File: src/core/fmd_params.svh
// offsets, field positions, reset values and widths of the freefall/motion detector
// assumes inclusion by every design file of the block except the package
`ifndef FMD_PARAMS_SVH
`define FMD_PARAMS_SVH

`define FMD_CFG_ADDR      8'h15
`define FMD_SRC_ADDR      8'h16
`define FMD_CFG_RESET     8'h00
`define FMD_SRC_RESET     8'h00
`define FMD_CNT_RESET     8'h00
`define FMD_RDATA_RESET   8'h00
`define FMD_UNMAPPED_DATA 8'h00

`define FMD_CFG_LATCH_BIT 7
`define FMD_CFG_OAE_BIT   6
`define FMD_CFG_Z_BIT     5
`define FMD_CFG_Y_BIT     4
`define FMD_CFG_X_BIT     3

`define FMD_SRC_EA_BIT    7
`define FMD_FLAG_W        6
`define FMD_CNT_W         8
`define FMD_THS_W         7
`define FMD_SAMPLE_W      8

`endif

File: src/core/fmd_pkg.sv
// types shared by the freefall/motion detector
// assumes nothing beyond a SystemVerilog compiler
package fmd_pkg;

	// operating mode as {event_latch_on, or_and_select}
	typedef enum logic [1:0] {
		FMD_FREEFALL_LIVE  = 2'b00,
		FMD_MOTION_LIVE    = 2'b01,
		FMD_FREEFALL_LATCH = 2'b10,
		FMD_MOTION_LATCH   = 2'b11
	} fmd_mode_t;

	typedef logic [2:0] fmd_axis_t;

endpackage

File: src/core/fmd_axis_cmp.sv
// one axis of the detector: magnitude against threshold, sign of the sample
// assumes a signed sample already scaled to threshold units
`timescale 1ns/1ps
`include "fmd_params.svh"

module fmd_axis_cmp
	import fmd_pkg::*;
#(
	parameter int SAMPLE_W = `FMD_SAMPLE_W
) (
	input  wire logic signed [SAMPLE_W-1:0]  sample,
	input  wire logic        [`FMD_THS_W-1:0] threshold,
	output logic                              high_g,
	output logic                              low_g,
	output logic                              negative
);

	function automatic logic [SAMPLE_W-1:0] fmd_mag(input logic signed [SAMPLE_W-1:0] s);
		fmd_mag = s[SAMPLE_W-1] ? SAMPLE_W'(-s) : SAMPLE_W'(s);
	endfunction

	logic [SAMPLE_W-1:0] mag;

	always_comb begin
		mag      = fmd_mag(sample);
		high_g   = mag > SAMPLE_W'(threshold);
		low_g    = !high_g;
		negative = sample[SAMPLE_W-1];
	end

endmodule

File: src/core/fmd_debounce.sv
// debounce counter stepped once per output sample
// assumes step is a one-cycle pulse on sys_clk
`timescale 1ns/1ps
`include "fmd_params.svh"

module fmd_debounce
	import fmd_pkg::*;
#(
	parameter int CNT_W = `FMD_CNT_W
) (
	input  wire logic             sys_clk,
	input  wire logic             arst_n,
	input  wire logic             step,
	input  wire logic             cond,
	input  wire logic             restart,
	input  wire logic             clear_mode,
	input  wire logic [CNT_W-1:0] limit,
	output logic                  reached,
	output logic                  empty
);

	logic [CNT_W-1:0] cnt;
	logic [CNT_W-1:0] next_cnt;
	logic [CNT_W-1:0] base;
	logic             hit;

	function automatic logic [CNT_W-1:0] fmd_sat_inc(input logic [CNT_W-1:0] v, input logic [CNT_W-1:0] lim);
		fmd_sat_inc = (v < lim) ? v + CNT_W'(1) : v;
	endfunction

	always_comb begin
		// a sample completing the count beats a restart in the same cycle
		hit      = step && cond && (fmd_sat_inc(cnt, limit) >= limit);
		base     = (restart && !hit) ? CNT_W'(`FMD_CNT_RESET) : cnt;
		next_cnt = base;
		if (step) begin
			if (cond) begin
				next_cnt = fmd_sat_inc(base, limit);
			end else if (clear_mode) begin
				next_cnt = CNT_W'(`FMD_CNT_RESET);
			end else if (base != '0) begin
				next_cnt = base - CNT_W'(1);
			end
		end
		reached = hit;
		empty   = next_cnt == '0;
	end

	always_ff @(posedge sys_clk or negedge arst_n) begin
		if (!arst_n)
			cnt <= CNT_W'(`FMD_CNT_RESET);
		else
			cnt <= next_cnt;
	end
endmodule

File: src/core/fmd_detector.sv
// freefall/motion event detector with its configuration and source registers
// assumes a register port from the serial interface logic and sample pulses
// at the output data rate, both on sys_clk
`timescale 1ns/1ps
`include "fmd_params.svh"

module fmd_detector
	import fmd_pkg::*;
#(
	parameter int SAMPLE_W = `FMD_SAMPLE_W,
	parameter int CNT_W    = `FMD_CNT_W
) (
	input  wire logic                       sys_clk,
	input  wire logic                       arst_n,
	input  wire logic [7:0]                 reg_addr,
	input  wire logic                       reg_wr,
	input  wire logic                       reg_rd,
	input  wire logic [7:0]                 reg_wdata,
	output logic      [7:0]                 reg_rdata,
	input  wire logic                       sample_valid,
	input  wire logic signed [SAMPLE_W-1:0] x_sample,
	input  wire logic signed [SAMPLE_W-1:0] y_sample,
	input  wire logic signed [SAMPLE_W-1:0] z_sample,
	input  wire logic [`FMD_THS_W-1:0]      motion_threshold,
	input  wire logic                       debounce_clear_mode,
	input  wire logic [CNT_W-1:0]           motion_debounce_count,
	output logic                            event_active,
	output logic      [7:0]                 motion_source_reg
);

	// configuration register
	logic [4:0] cfg;
	logic [4:0] next_cfg;

	// source register state
	logic                   ea;
	logic                   next_ea;
	logic [`FMD_FLAG_W-1:0] flags;
	logic [`FMD_FLAG_W-1:0] next_flags;
	logic [7:0]             next_rdata;

	logic                   event_latch_on;
	logic                   or_and_select;
	fmd_axis_t              axis_on;
	fmd_mode_t              mode;
	logic                   any_on;
	logic                   latched;
	logic                   src_read;
	logic                   latch_clear;
	logic                   ea_base;
	logic [`FMD_FLAG_W-1:0] flags_base;

	fmd_axis_t              high_g;
	fmd_axis_t              low_g;
	fmd_axis_t              negative;
	logic [`FMD_FLAG_W-1:0] raw_flags;
	logic [`FMD_FLAG_W-1:0] flag_mask;
	logic                   cond;
	logic                   db_reached;
	logic                   db_empty;
	logic                   db_restart;

	// cfg keeps only bits 7:3 of the configuration register
	assign event_latch_on = cfg[`FMD_CFG_LATCH_BIT-`FMD_CFG_X_BIT];
	assign or_and_select  = cfg[`FMD_CFG_OAE_BIT-`FMD_CFG_X_BIT];
	assign axis_on        = cfg[`FMD_CFG_Z_BIT-`FMD_CFG_X_BIT:0];

	// per-axis comparators, x in bit 0, z in bit 2
	fmd_axis_cmp #(
		.SAMPLE_W (SAMPLE_W)
	) u_x (
		.sample    (x_sample),
		.threshold (motion_threshold),
		.high_g    (high_g[0]),
		.low_g     (low_g[0]),
		.negative  (negative[0])
	);

	fmd_axis_cmp #(
		.SAMPLE_W (SAMPLE_W)
	) u_y (
		.sample    (y_sample),
		.threshold (motion_threshold),
		.high_g    (high_g[1]),
		.low_g     (low_g[1]),
		.negative  (negative[1])
	);

	fmd_axis_cmp #(
		.SAMPLE_W (SAMPLE_W)
	) u_z (
		.sample    (z_sample),
		.threshold (motion_threshold),
		.high_g    (high_g[2]),
		.low_g     (low_g[2]),
		.negative  (negative[2])
	);

	// mode decode and the combined condition
	always_comb begin
		mode = fmd_mode_t'({event_latch_on, or_and_select});
		any_on = |axis_on;
		case (mode)
			FMD_FREEFALL_LATCH,
			FMD_MOTION_LATCH: latched = 1'b1;
			FMD_FREEFALL_LIVE,
			FMD_MOTION_LIVE: latched = 1'b0;
			default: latched = 1'b0;
		endcase
		// AND for freefall, OR for motion
		if (!any_on)
			cond = 1'b0;
		else if (or_and_select)
			cond = |(high_g & axis_on);
		else
			cond = &(low_g | ~axis_on);
		// raw status per axis, high-g above polarity
		raw_flags = {high_g[2], negative[2], high_g[1], negative[1], high_g[0], negative[0]};
		flag_mask = {{2{axis_on[2]}}, {2{axis_on[1]}}, {2{axis_on[0]}}};
		src_read  = reg_rd && (reg_addr == `FMD_SRC_ADDR);
		// nothing cleared on a live read
		latch_clear = src_read && latched;
		db_restart = latch_clear || !any_on;
	end

	fmd_debounce #(
		.CNT_W (CNT_W)
	) u_db (
		.sys_clk    (sys_clk),
		.arst_n     (arst_n),
		.step       (sample_valid),
		.cond       (cond),
		.restart    (db_restart),
		.clear_mode (debounce_clear_mode),
		.limit      (motion_debounce_count),
		.reached    (db_reached),
		.empty      (db_empty)
	);

	// event flag and axis flags; a read in the same cycle as an event loses to it
	always_comb begin
		// set wins: a completing sample during a latched read still sets the event
		// latched read clears the event
		ea_base    = latch_clear ? 1'b0 : ea;
		flags_base = latch_clear ? '0 : flags;
		next_ea    = ea_base;
		next_flags = flags_base;
		if (!any_on) begin
			next_ea    = 1'b0;
			next_flags = '0;
		end else begin
			// set at count, held if latched
			if (db_reached)
				next_ea = 1'b1;
			// live clear at once in clear mode
			else if (!latched && sample_valid && !cond && (debounce_clear_mode || db_empty))
				next_ea = 1'b0;
			// flags hold while latched event set
			if (sample_valid && !(latched && ea_base))
				next_flags = raw_flags;
		end
	end

	// register port
	// a write and a read in one cycle: the read returns the old value
	always_comb begin
		next_cfg   = cfg;
		next_rdata = reg_rdata;
		if (reg_wr && (reg_addr == `FMD_CFG_ADDR))
			next_cfg = reg_wdata[`FMD_CFG_LATCH_BIT:`FMD_CFG_X_BIT];
		if (reg_rd) begin
			case (reg_addr)
				`FMD_CFG_ADDR: next_rdata = {cfg, 3'h0};
				`FMD_SRC_ADDR: next_rdata = motion_source_reg;
				default: next_rdata = `FMD_UNMAPPED_DATA;
			endcase
		end
	end

	always_ff @(posedge sys_clk or negedge arst_n) begin
		if (!arst_n) begin
			cfg       <= 5'(`FMD_CFG_RESET >> `FMD_CFG_X_BIT);
			ea        <= 1'(`FMD_SRC_RESET >> `FMD_SRC_EA_BIT);
			flags     <= 6'(`FMD_SRC_RESET);
			reg_rdata <= `FMD_RDATA_RESET;
		end else begin
			cfg       <= next_cfg;
			ea        <= next_ea;
			flags     <= next_flags;
			reg_rdata <= next_rdata;
		end
	end

	assign event_active      = ea;
	assign motion_source_reg = {ea, 1'b0, flags & flag_mask};
endmodule

File: config.mk
export PLATFORM = sky130hd
export DESIGN_NAME = fmd_detector
export DESIGN_NICKNAME = d
export VERILOG_FILES = /design/src/core/fmd_pkg.sv /design/src/core/fmd_axis_cmp.sv /design/src/core/fmd_debounce.sv /design/src/core/fmd_detector.sv
export VERILOG_INCLUDE_DIRS = /design/src /design/src/core
export SDC_FILE = /design/constraint.sdc
export NUM_CORES = 1
export LEC_CHECK = 0
export ABC_AREA = 1
export BUFFER_PORTS_ARGS = -buffer_cell sky130_fd_sc_hd__buf_2
export CORE_MARGIN = 2
export CORE_UTILIZATION = 60
export CTS_CLUSTER_DIAMETER = 80
export CTS_CLUSTER_SIZE = 10
export DETAILED_ROUTE_END_ITERATION = 10
export GPL_TIMING_DRIVEN = 0
export PLACE_DENSITY = 0.86
export RECOVER_POWER = 50
export SYNTH_ARGS = -nofsm -noshare
export SYNTH_HDL_FRONTEND = slang
export SYNTH_HIERARCHICAL = 1
export SYNTH_SLANG_ARGS = --single-unit
File: constraint.sdc
create_clock -name sys_clk -period 13.93 [get_ports sys_clk]
set_input_delay 0.6965 -clock sys_clk [delete_from_list [all_inputs] [get_ports sys_clk]]
set_output_delay 0.6965 -clock sys_clk [all_outputs]
set_load 0.02 [all_outputs]
==> impl_summary.log, run 1 <==
[metrics] run status: complete, but fails checks
[metrics] failing checks: capacitance limit
[metrics] area of combinational cells with multiple inputs: approximately 2700 µm²
[metrics] initial core utilization: 61.47%
[metrics] Non-Filler Cell Area, Final: approximately 4600 µm²
[metrics] dominant cell type by count on the critical path: nand2_1
[metrics] via count of the first global-routing pass: just over 4000
[metrics] count of input and output buffers: 70
[metrics] register area share after synthesis: between 15 and 20%
[metrics] Reg area: 700.7 µm²
[metrics] post-synth design cell area: just over 4000 µm²
[metrics] GPL Wtd Cong: a little over 0.9
[metrics] source-to-sink clock delay at the later pin of the worst-skew pair: 280 ps
[metrics] post-CTS setup-driven buffer insertion count: 0
[metrics] GRT overflow: 0
[metrics] cell count after placement: slightly below 800
[metrics] clock tree from TritonCTS: yes
[metrics] net count of the mapped netlist: 751
[metrics] Int Power: ~250 µW
[metrics] diodes inserted: 0
[metrics] Cell Area, Placed: 4581 µm²
[metrics] fill count: a little over 600
[metrics] Via Count: slightly above 4000
[metrics] mean instance size in the synthesized netlist: 6.453 µm²
[metrics] multiplexer area fraction after synthesis: less than 1%
[metrics] Final Slew Violations: 0
[metrics] dominant combinational cell family by area after synthesis: simple AND/OR/NAND/NOR gates
[metrics] final setup violation count: 0
[metrics] Tightest Pin Transition: 1491 ps
[metrics] detailed-router iteration count before antenna repair: 6
[metrics] post-DR wirelength/cell: around 12 µm
[metrics] number of buffers added to fix hold violations after cts: 0
[metrics] kind of launch point of the worst setup path: input pin
[metrics] cell count of the worst hold path: 2
[metrics] worst hold slack: just under 500 ps
[metrics] kind of end point of the critical path: register
[metrics] die span in y: 86.97 µm
[metrics] Crit path largest cell delay: ~620 ps
[metrics] post-cts sizing count: 0
[metrics] clock share of power: 13.3%
[metrics] area fraction in compound gates after synthesis: just under 9%
[metrics] class of the most critical hold timing path: register to register
[metrics] first-pass GRT wire length: between 15000 and 20000 µm
[metrics] final cell count without fillers: approximately 800
[metrics] core region area: 6719 µm²
[metrics] Crit path arrival time: between 6000 and 7000 ps
[metrics] XOR/XNOR Fraction of Synth Area: under 10%
[metrics] Max transition margin: less than 1%
[metrics] Hold Vio Cnt, Final: 0
[metrics] Max FO, Critical Path: 10
[metrics] DPL Wire Length: between 8000 and 9000 µm
[metrics] area of the die: approximately 7600 µm²
[metrics] Post-Route Setup TNS: 0 ps
[metrics] setup repair after global routing missed its margin: false
[metrics] fraction of final layout cells with drive strength greater than 1: 19.89%
[metrics] clock slew at the register clock pins of the worst setup and hold paths: roughly 100 ps
[metrics] Post-DRT Antenna Nets: 0
[metrics] total I/O pin count: between 70 and 80
[metrics] total number of clock tree sinks: 28
[metrics] synthesized-area fraction occupied by and/or/nand/nor cells: a little under two fifths
[metrics] distinct cell type count after synthesis: 45
[metrics] Max Clock Skew: 3.244 ps
[metrics] crit path kind: input pin to register
[metrics] net load switching power: between 200 and 250 µW
[metrics] GRT Total Usage: a little over a quarter
[metrics] maximum vdd ir drop: ~66 µV
[metrics] dominant register cell in the synthesized netlist: dfrtp_1
[metrics] power share of the sequential group: between 20% and 30%
[metrics] combinational power share: a little over three fifths
[metrics] detailed-route vias per instance: ~5.2
[metrics] f_max: roughly 170 MHz
[metrics] antenna violations before repair: 0
[metrics] chip width: 86.97 µm
[metrics] cell chosen for the clock root: clkbuf_8
[metrics] first-iteration detailed-routing DRC count: roughly 120
[metrics] asr flop ratio synth: 100.0%
[metrics] number of design rule violations left after detail routing: 0
[metrics] maximum number of pins on one net before global-route repair: 29
[metrics] wire length reported by the detailed router: about 9600 µm
[metrics] # Max-Cap Violations: 1
[metrics] Leakage: 0.002884 µW
[metrics] power per cell area: roughly 110 nW/µm²
[metrics] buffer levels on the longest clock path: 2
[metrics] slowest stage cell, crit path: a211oi_2
[metrics] worst path required time: ~14000 ps
[metrics] crit path time final: about 5900 ps
[metrics] post-synthesis instance total: 640
[metrics] cts bufs inserted: 3
[metrics] register bit count reported by yosys: 28
[metrics] CTS H-Tree Depth: 1
[metrics] number of flops mapped to enable cells by yosys: 0
[metrics] synthesis-to-layout area growth: 11.60%
[metrics] number of core rows: 30
[metrics] number of nets in the final layout: between 800 and 900
[metrics] Warnings, synthesis: 6
[metrics] depth of the most critical reg-to-reg path: 37
[metrics] fin crit share: 42.01%
[metrics] switching portion of total power: approximately 49%
[metrics] adder-cell area share of the yosys netlist: between 10% and 20%
==> cells in the mapped netlist (5+ instances only) <==
master,instances,share of area (%)
o211ai_1,5,0.91
xor2_1,20,4.2
nand2_2,13,2.0
nand2_1,189,17
a21oi_1,22,2.7
xnor2_1,6,1.3
ha_1,50,15
nand2_4,5,1.4
nand3_1,36,4.4
nand4_1,10,1.5
dfrtp_1,28,17
buf_4,6,1.1
inv_1,138,13
o21ai_0,14,1.7
inv_2,7,0.64
o21ai_1,5,0.61
nor2_2,11,1.7
nor2_1,27,2.5
==> registers in the layout, indices dropped and copies added (netlist names) <==
signal and flops:
cfg 5, event_active 1, flags 6, reg_rdata 8, u_db/cnt 8
==> cell families (layout without fill, tap and decap cells) <==
kind of cell | Yosys count | count (layout)
AO/OA/AOI/OAI | 60 | 60
AND/OR/NAND/NOR | 314 | 314
buffers and inverters | 160 | 234
adder cells (fa/ha/maj) | 50 | 50
XOR/XNOR | 26 | 26
other | 1 | 1
multiplexers | 1 | 1
flip-flops | 28 | 28
==> area by class of cell <==
cell class                 count  area share, %
multi-input combinational    452          59.39
buffer                        12          1.846
clock buffer                   3         0.8958
inverter                     148          12.27
tap                           80          2.172
sequential                    28          15.20
timing repair buffer          70          7.573
clock inverter                 1         0.6515
==> worst max-delay path: cells and delay by family <==
family / cells / cell delay [ps]
AND/OR/NAND/NOR: 21 / 2050
AO/OA/AOI/OAI: 8 / 1820
adder cells (fa/ha/maj): 3 / 760
buffers and inverters: 6 / 570
XOR/XNOR: 1 / 130
==> path summary, 6_finish.rpt <==
| kind | start | endpoint | slack (ps) |
|---|---|---|---|
| worst max-delay path | motion_debounce_count[1] | event_active | 8080 |
| min in group asynchronous | arst_n | reg_rdata[2] | 760 |
| worst max register to register | u_db/cnt[1] | event_active | 8140 |
| worst min-delay path | reg_rdata[6] | reg_rdata[6] | 490 |
| worst min register to register | reg_rdata[6] | reg_rdata[6] | 490 |
| max in group asynchronous | arst_n | flags[1] | 12310 |
==> per-layer routing <==
layer | up-vias | GRT usage [%] | part of all wire, %
met1 | 1861 | 29.39 | 41
met5 | - | 0 | 0
met2 | 117 | 51.15 | 53
met4 | 0 | 7.955 | 2.3
met3 | 30 | 3.033 | 3.7
li1 | 2121 | - | -
==> layout by cell type, fill, tap and decap left out, types with 2 or more instances in the layout <==
cell and instances:
nand2_1 189, inv_1 138, buf_2 71, ha_1 50
nand3_1 37, nor2_1 29, dfrtp_1 28, a21oi_1 22
xor2_1 20, o21ai_0 15, nand2_2 13, nor2_2 11
nand4_1 10, inv_2 7, buf_4 6, xnor2_1 6
nand2_4 5, o211ai_1 5, o21ai_1 4, clkbuf_1 3
nor2_8 3, nor3_1 3, clkbuf_8 3, nor2_4 3
nand3_2 3, a21oi_2 3, nand3_4 2, a31oi_1 2
buf_6 2, o41ai_1 2, nor3_4 2, and3_2 2
==> through the flow <==
| step | util [%] | power, µW | setup WS, ps |
|---|---|---|---|
| after floorplan | - | 355.0 | 8785 |
| after global placement | 68.18 | 413.9 | 7934 |
| after detailed placement | 68.18 | 429.3 | 7829 |
| after CTS | 69.24 | 495.5 | 8120 |
| after global routing | 68.60 | 544.8 | 7610 |
| final | 68.60 | 496.4 | 8078 |
==> power by group through the flow <==
stage	Combinational, µW	Clock (µW)	Sequential, µW
2_1_floorplan	237	0	118
3_3_place_gp	293	0	121
3_5_place_dp	307	0	122
4_1_cts	310	65.7	120
5_1_grt	353	69.3	123
6_report	310	65.8	121
Note: power is estimated with default switching activity, not from simulation.
==> run 2: changes to the inputs <==
--- a/config.mk
+++ b/config.mk
@@ -9,12 +9,12 @@
 export ABC_AREA = 1
 export BUFFER_PORTS_ARGS = -buffer_cell sky130_fd_sc_hd__buf_2
 export CORE_MARGIN = 2
-export CORE_UTILIZATION = 60
+export CORE_UTILIZATION = 52
 export CTS_CLUSTER_DIAMETER = 80
 export CTS_CLUSTER_SIZE = 10
 export DETAILED_ROUTE_END_ITERATION = 10
 export GPL_TIMING_DRIVEN = 0
-export PLACE_DENSITY = 0.86
+export PLACE_DENSITY = 0.8
 export RECOVER_POWER = 50
 export SYNTH_ARGS = -nofsm -noshare
 export SYNTH_HDL_FRONTEND = slang
==> constraint.sdc (replaced) <==
create_clock -name sys_clk -period 5.25 [get_ports sys_clk]
set_input_delay 0.2625 -clock sys_clk [delete_from_list [all_inputs] [get_ports sys_clk]]
set_output_delay 0.2625 -clock sys_clk [all_outputs]
set_load 0.02 [all_outputs]
==> impl_summary.log, run 2 (synthesis gave the netlist of run 1 again) <==
[metrics] synthesis-to-layout area growth: 23.51% (was 11.60%)
[metrics] cell count of the worst hold path: 3 (was 2)
[metrics] crit path time final: between 5000 and 6000 ps
[metrics] Crit path largest cell delay: 430 ps (was 620 ps)
[metrics] switching portion of total power: 47.81% (was 48.65%)
[metrics] sum of buffers and inverters on the critical path: 5 (was 6)
[metrics] maximum vdd ir drop: 185.8 µV (was 66.09 µV)
[metrics] number of design rule violations left after detail routing: 0 (unchanged)
[metrics] Max transition margin: -3.081% (was 0.5967%)
[metrics] kind of end point of the critical path: register (unchanged)
[metrics] Crit path arrival time: 5460 ps (was 6060 ps)
[metrics] met1 Use GR: 26.82% (was 29.39%)
[metrics] Hold Vio Cnt, Final: 0 (unchanged)
[metrics] slowest stage cell, crit path: dfrtp_2 (was a211oi_2)
[metrics] run status: complete, but fails checks (unchanged)
[metrics] combinational power share: 67.2% (was 62.4%)
[metrics] Tightest Pin Transition: 1546 ps (was 1491 ps)
[metrics] first-pass GRT wire length: 16160 µm (was 16460 µm)
[metrics] number of buffers added to fix hold violations after cts: 0 (unchanged)
[metrics] power per cell area: 297.0 nW/µm² (was 107.7 nW/µm²)
[metrics] Via Count: 4183 (was 4129)
[metrics] Max Clock Skew: 4.686 ps (was 3.244 ps)
[metrics] kind of launch point of the worst setup path: register (was input pin)
[metrics] minimum setup slack among reg-to-reg paths: 4 ps (was 8140 ps)
[metrics] Hold Startpoint: reg_wdata[4] (was reg_rdata[6])
[metrics] final worst slack: 4.099 ps (was 8078 ps)
[metrics] area of combinational cells with multiple inputs: 2990 µm² (was 2738 µm²)
[metrics] met3 usage in global routing: 1.773% (was 3.033%)
[metrics] net load switching power: 724.3 µW (was 241.5 µW)
[metrics] maximum number of pins on one net before global-route repair: 29 (unchanged)
[metrics] fin util: 66.01% (was 68.60%)
[metrics] Max FO, Critical Path: 5 (was 10)
[metrics] f_max: ~190 MHz
[metrics] GPL Wtd Cong: 0.9658 (was 0.9232)
[metrics] clock tree from TritonCTS: yes (unchanged)
[metrics] hold worst-path end: cfg[1] (was reg_rdata[6])
[metrics] CTS H-Tree Depth: 1 (unchanged)
[metrics] Leakage: 0.003023 µW (was 0.002884 µW)
[metrics] initial core utilization: 53.45% (was 61.47%)
[metrics] class of the most critical hold timing path: input pin to register (was register to register)
[metrics] total I/O pin count: 78 (unchanged)
[metrics] cell chosen for the clock root: clkbuf_8 (unchanged)
[metrics] diodes inserted: 0 (unchanged)
[metrics] # Max-Cap Violations: 1 (unchanged)
[metrics] commonest non-fill, non-tap cells in the layout: nand2_1 (179), inv_1 (135), buf_2 (71) (was nand2_1 (189), inv_1 (138), buf_2 (71))
[metrics] setup repair after global routing missed its margin: true (was false)
[metrics] DPL Wire Length: 7634 µm (was 8026 µm)
[metrics] crit path kind: register to register (was input pin to register)
[metrics] depth of the most critical reg-to-reg path: 38 (was 37)
[metrics] Post-Route Setup TNS: 0 ps (unchanged)
[metrics] count of input and output buffers: 70 (unchanged)
[metrics] fill count: 675 (was 614)
[metrics] failing checks: capacitance limit, slew limit (was capacitance limit)
[metrics] layer carrying the most global-route usage: met2 (unchanged)
[metrics] detailed-router iteration count before antenna repair: 4 (was 6)
[metrics] final setup violation count: 0 (unchanged)
[metrics] post-DR wirelength/cell: 11.96 µm (was 12.14 µm)
[metrics] number of nets in the final layout: 845 (was 826)
[metrics] buffer levels on the longest clock path: 2 (unchanged)
[metrics] GRT Total Usage: 22.10% (was 26.27%)
[metrics] chip width: 93.12 µm (was 86.97 µm)
[metrics] startpoint of the most critical register-to-register path: u_db/cnt[1] (unchanged)
[metrics] first-iteration detailed-routing DRC count: 163 (was 122)
[metrics] die span in y: 93.12 µm (was 86.97 µm)
[metrics] number of core rows: 32 (was 30)
[metrics] met2 usage: 42.39% (was 51.15%)
[metrics] clock share of power: 11.3% (was 13.3%)
[metrics] core region area: 7727 µm² (was 6719 µm²)
[metrics] power share of the sequential group: 21.5% (was 24.3%)
[metrics] detailed-route vias per instance: 5.010 (was 5.200)
[metrics] Int Power: 790.5 µW (was 254.9 µW)
[metrics] wire length reported by the detailed router: 9988 µm (was 9638 µm)
[metrics] dominant cell type by count on the critical path: nand2_1 (unchanged)
[metrics] destination of the worst register-to-register timing path: event_active (unchanged)
[metrics] source-to-sink clock delay at the later pin of the worst-skew pair: 280 ps (about the same)
[metrics] Final Slew Violations: 29 (was 0)
[metrics] clock slew at the register clock pins of the worst setup and hold paths: 100 ps (about the same)
[metrics] total number of clock tree sinks: 28 (unchanged)
[metrics] family with the most delay on the worst path: simple AND/OR/NAND/NOR gates (unchanged)
[metrics] GRT overflow: 0 (unchanged)
[metrics] via count of the first global-routing pass: 3863 (was 4082)
[metrics] most common cell after layout, fill and taps aside: nand2_1 (unchanged)
[metrics] cts bufs inserted: 3 (unchanged)
[metrics] worst hold slack: 177.3 ps (was 491.1 ps)
[metrics] Reg area: 704.4 µm² (was 700.7 µm²)
[metrics] area of the die: 8671 µm² (was 7563 µm²)
[metrics] Post-DRT Antenna Nets: 0 (unchanged)
[metrics] antenna violations before repair: 0 (unchanged)
[metrics] fin crit share: between 90% and 100%
[metrics] pre-CTS WS: -446.8 ps (was 7829 ps)
[metrics] fraction of final layout cells with drive strength greater than 1: 26.88% (was 19.89%)
[metrics] largest registers in the final layout: reg_rdata x8, u_db/cnt x8, flags x6 (unchanged)
[metrics] worst path required time: 5460 ps (was 14140 ps)
run 2: cell count changes in the layout (fill, tap and decap cells not counted), sizes merged:
cell,before,now
inv,147,145
nand2,207,208
clkbuf,6,8
clkinv,1,2
clkinvlp,0,1
buf,79,95
run 2: timing repair:
action / 4_1_cts / 5_1_grt
cloned: 0 / 3
pin swaps: 3 / 37
endpoints found under the setup margin: 1 / 1
hold endpoints to repair: 0 / 0
setup buffers: 4 / 12
resized for setup: 5 / 50
run 2: layout make-up:
type,instances,area share (%)
Buffer,12,1.840
Inverter,148,11.41
Sequential cell,28,13.81
Clock buffer,3,0.8094
Clock inverter,1,0.5887
Timing Repair Buffer,88,10.42
Multi-Input combinational cell,453,58.62
Tap cell,102,2.502
run 2: power by group through the flow:
stage	registers (µW)	logic, µW	clock network, µW
6_report	325	1020	172
3_3_place_gp	323	783	0
5_1_grt	331	1140	184
2_1_floorplan	312	630	0
3_5_place_dp	324	813	0
4_1_cts	316	855	173
run 2: per-stage QoR:
stage	power [µW]	cell area, µm²	instances
after CTS	1344	4745	820
after floorplan	942.0	4130	640
after detailed placement	1137	4608	812
final	1515	5101	835
after global placement	1106	4608	812
after global routing	1655	5101	835
run 2: how the worst max path moves through the flow:
stage | end | slack, ps | depth (start not counted) | startpoint
after CTS | event_active | 30 | 38 | u_db/cnt[1]
final | event_active | 4 | 38 | u_db/cnt[1]
after floorplan | event_active | 430 | 38 | u_db/cnt[1]
after global routing | event_active | -210 | 39 | u_db/cnt[1]
after global placement | event_active | -360 | 38 | u_db/cnt[1]
after detailed placement | event_active | -450 | 38 | u_db/cnt[1]
run 2: worst register-to-register path: cells and delay by family (launching register included):
family | cells | cell delay (ps)
simple gates | 21 | 1870
compound gates | 8 | 1370
fa+ha+maj | 3 | 700
buf+inv | 5 | 540
flops | 1 | 430
xor+xnor | 1 | 230
run 2: routing by layer:
metal	wire length, µm	vias to the layer above
met5	0	-
met4	254	0
met3	294	22
met2	5118	81
met1	4320	1925
li1	-	2155
